`src/dual_dac_regs.vh`:
```
// Constants of the dual converter serial load front end and APB map
//
// Overview of operation
// - Sample serial data on each of the first sixteen falling shift clock edges of a frame.
// - Frame sync falling edge restarts bit counter and input shift logic.
// - One transfer carries exactly one sixteen bit word.
// - Load strobe falling edge copies both pending codes to output latches.
// - Load strobe held low updates both outputs on sixteenth clock edge.
// - Clear low forces both channel latches to all zeros.
// - Format select low means binary or offset binary, high twos complement.
// - Only sixteen bits accepted per frame; further clock edges are ignored.
// - Bit twelve of the word selects channel A when zero, B when one.
// - Word order: three ignored bits, select bit, twelve bits MSB first.
`ifndef DUAL_DAC_REGS_VH
`define DUAL_DAC_REGS_VH

`define WORD_BITS 16
`define CODE_BITS 12
`define CNT_BITS 5
`define SEL_POS 12
`define CODE_MSB 11
`define CNT_ZERO 5'h00
`define CNT_FULL 5'h10
`define CODE_ZERO 12'h000
`define WORD_ZERO 16'h0000
`define SYNC_IDLE 2'h3
// Pin idle levels after reset: clear, strobe, frame and clock high, data low
`define SYNC_RST 5'h1b
`define CNT_STEP 5'h01

`define ADDR_BITS 4
`define OFS_LATCH_A 4'h0
`define OFS_LATCH_B 4'h4
`define OFS_HOLD 4'h8
`define OFS_STATUS 4'hc
`define DATA_ZERO 32'h00000000

`endif

```
`src/dual_dac_serial_load_control.v`:
```
// Serial load control of a dual twelve bit converter with APB status view
//
// The address map and the APB interface to the registers are this design's own decisions.
`include "dual_dac_regs.vh"

module dual_dac_serial_load_control (
  input wire mclk,
  input wire sys_rst,
  input wire shift_clk,
  input wire frame_sync_n,
  input wire serial_data_in,
  input wire load_strobe_n,
  input wire clear_n,
  input wire code_format_select,
  input wire psel,
  input wire penable,
  input wire pwrite,
  input wire [31:0] paddr,
  input wire [31:0] pwdata,
  output reg [31:0] prdata,
  output reg pready,
  output reg pslverr,
  output reg [11:0] latch_a_q,
  output reg [11:0] latch_b_q,
  output reg format_twos_q
);

  // Two stage synchronisers for the five serial and control pins; stage one is read only by stage two
  reg [4:0] meta_q;
  reg [4:0] sync_q;
  reg sclk_prev_q;
  reg fs_prev_q;
  reg ld_prev_q;
  wire sclk_s = sync_q[0];
  wire fs_n_s = sync_q[1];
  wire sdi_s = sync_q[2];
  wire ld_n_s = sync_q[3];
  wire clr_n_s = sync_q[4];

  always @(posedge mclk or posedge sys_rst) begin
    if (sys_rst) begin
      meta_q <= `SYNC_RST;
      sync_q <= `SYNC_RST;
      sclk_prev_q <= 1'b1;
      fs_prev_q <= 1'b1;
      ld_prev_q <= 1'b1;
    end else begin
      meta_q <= {clear_n, load_strobe_n, serial_data_in, frame_sync_n,
                 shift_clk};
      sync_q <= meta_q;
      sclk_prev_q <= sclk_s;
      fs_prev_q <= fs_n_s;
      ld_prev_q <= ld_n_s;
    end
  end

  // Edge detection on the synchronised copies
  wire sclk_fall = sclk_prev_q & ~sclk_s;
  wire fs_fall = fs_prev_q & ~fs_n_s;
  wire ld_fall = ld_prev_q & ~ld_n_s;

  // Shift register, counter and holding registers
  reg [15:0] shift_q;
  reg [4:0] count_q;
  reg [11:0] hold_a_q;
  reg [11:0] hold_b_q;
  reg [15:0] shift_d;
  reg [4:0] count_d;
  reg word_done;

  // Counter gate: stray clock edges after the word are locked out
  wire accept = ~fs_n_s & (count_q != `CNT_FULL);

  always @* begin
    shift_d = shift_q;
    count_d = count_q;
    word_done = 1'b0;
    if (fs_fall) begin
      shift_d = `WORD_ZERO;
      count_d = `CNT_ZERO;
    end else if (sclk_fall && accept) begin
      // First bit in ends up at the top: MSB first order
      shift_d = {shift_q[14:0], sdi_s};
      count_d = count_q + `CNT_STEP;
      word_done = (count_d == `CNT_FULL);
    end
  end

  always @(posedge mclk or posedge sys_rst) begin
    if (sys_rst) begin
      shift_q <= `WORD_ZERO;
      count_q <= `CNT_FULL;
    end else begin
      shift_q <= shift_d;
      count_q <= count_d;
    end
  end

  // Completed word routed to a holding register; the latch takes it only on a load
  always @(posedge mclk or posedge sys_rst) begin
    if (sys_rst) begin
      hold_a_q <= `CODE_ZERO;
      hold_b_q <= `CODE_ZERO;
    end else if (word_done) begin
      if (shift_d[`SEL_POS])
        hold_b_q <= shift_d[`CODE_MSB:0];
      else
        hold_a_q <= shift_d[`CODE_MSB:0];
    end
  end

  // Auto update when the strobe is already low at the last bit
  wire auto_load = word_done & ~ld_n_s;

  // Output latches; clear wins over any load while it is held
  always @(posedge mclk or posedge sys_rst) begin
    if (sys_rst) begin
      latch_a_q <= `CODE_ZERO;
      latch_b_q <= `CODE_ZERO;
    end else if (!clr_n_s) begin
      latch_a_q <= `CODE_ZERO;
      latch_b_q <= `CODE_ZERO;
    end else if (auto_load) begin
      // Word just finished is taken from shift_d, a cycle ahead of hold
      latch_a_q <= shift_d[`SEL_POS] ? hold_a_q : shift_d[`CODE_MSB:0];
      latch_b_q <= shift_d[`SEL_POS] ? shift_d[`CODE_MSB:0] : hold_b_q;
    end else if (ld_fall) begin
      latch_a_q <= hold_a_q;
      latch_b_q <= hold_b_q;
    end
  end

  // Static format pin, only flagged for the analog stage and the status word
  always @(posedge mclk or posedge sys_rst) begin
    if (sys_rst)
      format_twos_q <= 1'b0;
    else
      format_twos_q <= code_format_select;
  end

  // Read decode shared by the APB read path
  function [31:0] read_mux;
    input [3:0] ofs;
    input [11:0] la;
    input [11:0] lb;
    input [11:0] ha;
    input [11:0] hb;
    input [4:0] cnt;
    input fmt;
    input fs;
    begin
      case (ofs)
        `OFS_LATCH_A: read_mux = {20'h00000, la};
        `OFS_LATCH_B: read_mux = {20'h00000, lb};
        `OFS_HOLD: read_mux = {8'h00, hb, ha};
        `OFS_STATUS: read_mux = {25'h0000000, fs, fmt, cnt};
        default: read_mux = `DATA_ZERO;
      endcase
    end
  endfunction

  // APB slave: one wait state, read-only map, writes and misses flag error
  wire mapped = (paddr[31:`ADDR_BITS] == 28'h0000000) &
                (paddr[1:0] == 2'h0);
  always @(posedge mclk or posedge sys_rst) begin
    if (sys_rst) begin
      prdata <= `DATA_ZERO;
      pready <= 1'b0;
      pslverr <= 1'b0;
    end else if (psel && penable && !pready) begin
      pready <= 1'b1;
      pslverr <= pwrite | ~mapped;
      prdata <= (pwrite | ~mapped) ? `DATA_ZERO :
                read_mux(paddr[3:0], latch_a_q, latch_b_q, hold_a_q,
                         hold_b_q, count_q, format_twos_q, fs_n_s);
    end else begin
      pready <= 1'b0;
      pslverr <= 1'b0;
    end
  end

endmodule

```
`config.mk`:
```
export PLATFORM = sky130hd
export DESIGN_NAME = dual_dac_serial_load_control
export DESIGN_NICKNAME = d
export VERILOG_FILES = /design/src/dual_dac_serial_load_control.v
export VERILOG_INCLUDE_DIRS = /design/src /design/src/src
export SDC_FILE = /design/constraint.sdc
export NUM_CORES = 1
export LEC_CHECK = 0
export BUFFER_PORTS_ARGS = -buffer_cell sky130_fd_sc_hd__buf_2
export CORE_ASPECT_RATIO = 2
export CORE_MARGIN = 10
export CORE_UTILIZATION = 47
export CTS_CLUSTER_SIZE = 30
export DETAILED_ROUTE_END_ITERATION = 7
export GPL_ROUTABILITY_DRIVEN = 1
export GPL_TIMING_DRIVEN = 0
export PLACE_DENSITY_LB_ADDON = 0.12
export SLEW_MARGIN = 0
export SYNTH_ARGS = -nofsm -noshare
export SYNTH_HDL_FRONTEND = slang
export SYNTH_SLANG_ARGS = --single-unit
```
`constraint.sdc`:
```
create_clock -name mclk -period 3.85 [get_ports mclk]
set_input_delay 1.155 -clock mclk [delete_from_list [all_inputs] [get_ports mclk]]
set_output_delay 1.155 -clock mclk [all_outputs]
set_load 0.02 [all_outputs]
```
==> results.json <==
{
  "status": "completed",
  "sw_frac_of_total_pct": 25.0,
  "ys.flop_type": "dfrtp_1",
  "synth.area.top_cells": "dfrtp_1 48%, dfstp_2 6.4%, mux2i_1 6.1%",
  "p_sw_mw": 0.545,
  "syn_area_mm2": 0.00489,
  "finalHoldWorstSlack_ps": 354,
  "coreArea_mm2": 0.0101,
  "setup_viol": 0,
  "detail_route.vias_per_cell": 5.52,
  "synth_common_cells": "94 x dfrtp_1, 41 x nand2_1, 30 x mux2i_1",
  "ir_worst_vdd_mv": 0.333,
  "yosys.area.top_type": "dfrtp_1",
  "path_buf_inv": 2,
  "fill_cells": 909,
  "grt_pass1_wl_um": 20600,
  "crit_path_frequent_cell": "buf_2",
  "gp_congestion": 0.810,
  "async_reset_ff_share_pct": 100,
  "post_cts_resized": 0,
  "clk_path_buf_depth": 2,
  "rsz0062_at_grt": "false",
  "num_vias": 3599,
  "syn-instance-count": 400,
  "internal_power_mw": 1.64,
  "slew_headroom_pct": 48.8,
  "cts-hold-fix-buffers": 0,
  "hold_class": "register to register",
  "cts_buffers": 9,
  "crit_type": "primary input to register",
  "fp-row-count": 52,
  "worstSetupStartpointType": "primary input",
  "max_stage_delay_ps": 440,
  "end_kind": "register",
  "hold_viol": 0,
  "slew_violations": 0,
  "slowest_stage": "nor3b_1",
  "numClockSinks": 106,
  "fin_skew_ps": 7.93,
  "initialDrtViolationCount": 197,
  "drcViolationCount": 0,
  "p_seq_share_pct": 52.5,
  "syn_avg_cell_area_um2": 12.2,
  "first_pass_iters": 4,
  "crit_family": "simple AND/OR/NAND/NOR gates",
  "post_cts_buffers": 0,
  "cts_tree": "yes",
  "worstSkewPairLatency_ps": 340,
  "io_pins": 134,
  "combPwrFrac_pct": 6.8,
  "die-area_mm2": 0.0151,
  "antenna_found_initial": 0,
  "io_buffers": 92,
  "ant_nets": 0,
  "routed_wl_um": 13100,
  "initial_utilization_pct": 48.2,
  "cp.arrival_ps": 3320,
  "clock-root-buffer": "clkbuf_16",
  "ys_types": 54,
  "htreeDepth": 3,
  "multi_input_area_mm2": 0.00200,
  "cp.required_ps": 4140,
  "die_w_um": 92.1,
  "p_per_area_mw_per_mm2": 371,
  "ys_ff_latch": 106,
  "cap_violations": 0,
  "grt.overflow.total": 0,
  "antenna_cells": 0,
  "leakage_nw": 2.83,
  "area.sequential_mm2": 0.00267,
  "drive_gt1_share_pct": 36.4,
  "die_y_um": 164,
  "final_nets": 590,
  "path_cells": "buf_2 > nor4_1 > nand4_1 > nor2_2 > nand2_1 > nor3b_1 > buf_2 > a22o_1",
  "synth.most_common_cell": "dfrtp_1",
  "wl_per_cell_um": 20.1,
  "tightest_slew_ps": 761,
  "synth_edf_count": 0,
  "period_share_pct": 78.9,
  "synth.yosys.seq_area_share_pct": 54.6,
  "critPathMaxFanout": 10,
  "clockPowerShare_pct": 40.7,
  "grt_pass1_vias": 3906,
  "fin_tns_setup_ps": 0,
  "ys_warn_count": 0,
  "synth_top_area_share_pct": 48.1,
  "grt_max_degree": 38,
  "grt_usage_pct": 17.2,
  "fin_crit_ps": 3040,
  "area_growth_pct": 20.2,
  "fmax_mhz": 329,
  "dp_hpwl_um": 10100,
  "clk_pin_slew_ps": 80
}
## area by class of cell
cell class | instances | share of cell area [%]
plain buffers | 30 | 3.77
clock buffers | 9 | 3.83
clock inverters | 7 | 1.06
inverters | 7 | 0.511
multi-input cells | 264 | 34.0
flip-flops and latches | 106 | 45.4
well taps | 135 | 2.87
repair buffers | 94 | 8.52
## state kept, by name, summed over array words and instances, names as in the netlist
signal         count
prdata            24
latch_b_q         12
ld_prev_q          1
hold_a_q          12
shift_q           13
pready             1
hold_b_q          12
count_q            5
sclk_prev_q        1
pslverr            1
latch_a_q         12
fs_prev_q          1
format_twos_q      1
meta_q             5
sync_q             5
## path summary, 6_finish.rpt
check / end / slack, ps / cells past startpoint / startpoint
min: sync_q[2] / 350 / 0 / meta_q[2]
max in group asynchronous: meta_q[4] / 1970 / 4 / sys_rst
min in group asynchronous: latch_a_q[3] / 930 / 2 / sys_rst
max reg2reg: hold_b_q[9] / 1100 / 9 / count_q[0]
min reg2reg: sync_q[2] / 350 / 0 / meta_q[2]
max: prdata[17] / 810 / 8 / paddr[25]
## cells by family after synthesis
group           synth area share (%)
compound gates                  14.0
xor+xnor                       0.179
fa+ha+maj                      0.768
buf+inv                         5.07
flops                           54.6
mux                             14.4
other cells                   0.0767
simple gates                    10.9
## cells in the final DEF, fill, tap and decap left out, types with 4 or more instances in the layout
cell / instances
dfstp_2: 12
a22oi_1: 10
buf_2: 95
nand2_1: 41
buf_4: 10
nor2b_1: 4
mux4_2: 7
clkbuf_1: 8
o21ai_0: 21
mux2_2: 21
clkbuf_16: 9
dfrtp_1: 94
nor2_1: 14
nand3_1: 9
nor4_1: 8
a22o_1: 15
inv_1: 5
clkinvlp_4: 4
o2bb2ai_1: 22
conb_1: 8
nand2b_1: 4
mux2i_1: 30
a21oi_1: 8
buf_6: 9
## metrics by stage
step / setup WS (ps) / util [%] / instance area, um2 / power, mW / std cells
after floorplan: 1190 / - / 4920 / 1.25 / 407
after global placement: 411 / 54.7 / 5550 / 1.31 / 634
after detailed placement: 413 / 55.1 / 5590 / 1.32 / 636
after CTS: 777 / 57.9 / 5880 / 2.20 / 652
after global routing: 553 / 57.9 / 5880 / 2.25 / 652
final: 813 / 57.9 / 5880 / 2.18 / 652
## power by group through the flow
stage          clock [mW]  sequential [mW]  combinational (mW)
2_1_floorplan           0             1.16              0.0888
3_3_place_gp            0             1.17               0.141
3_5_place_dp            0             1.17               0.149
4_1_cts             0.902             1.15               0.150
5_1_grt             0.945             1.15               0.163
6_report            0.886             1.15               0.148
## routing by layer
layer | part of all wire [%] | vias to the layer above | global-route usage [%] | wire [um]
met5 | 0 | - | 0 | 0
met4 | 2.5 | 0 | 7.05 | 327
met1 | 37 | 1823 | 17.9 | 4850
met3 | 2.8 | 21 | 2.79 | 364
li1 | - | 1675 | - | -
met2 | 58 | 80 | 32.7 | 7590
## worst register-to-register path: stages, from the launching register on
cell and delay, ps:
dfrtp_1 520, inv_1 90, ha_1 220, nor4bb_4 180, nor3_4 370, nand4_2 200
buf_6 190, nor2_1 250, buf_4 260, mux2_2 350
Note: power is estimated with default switching activity, not from simulation.
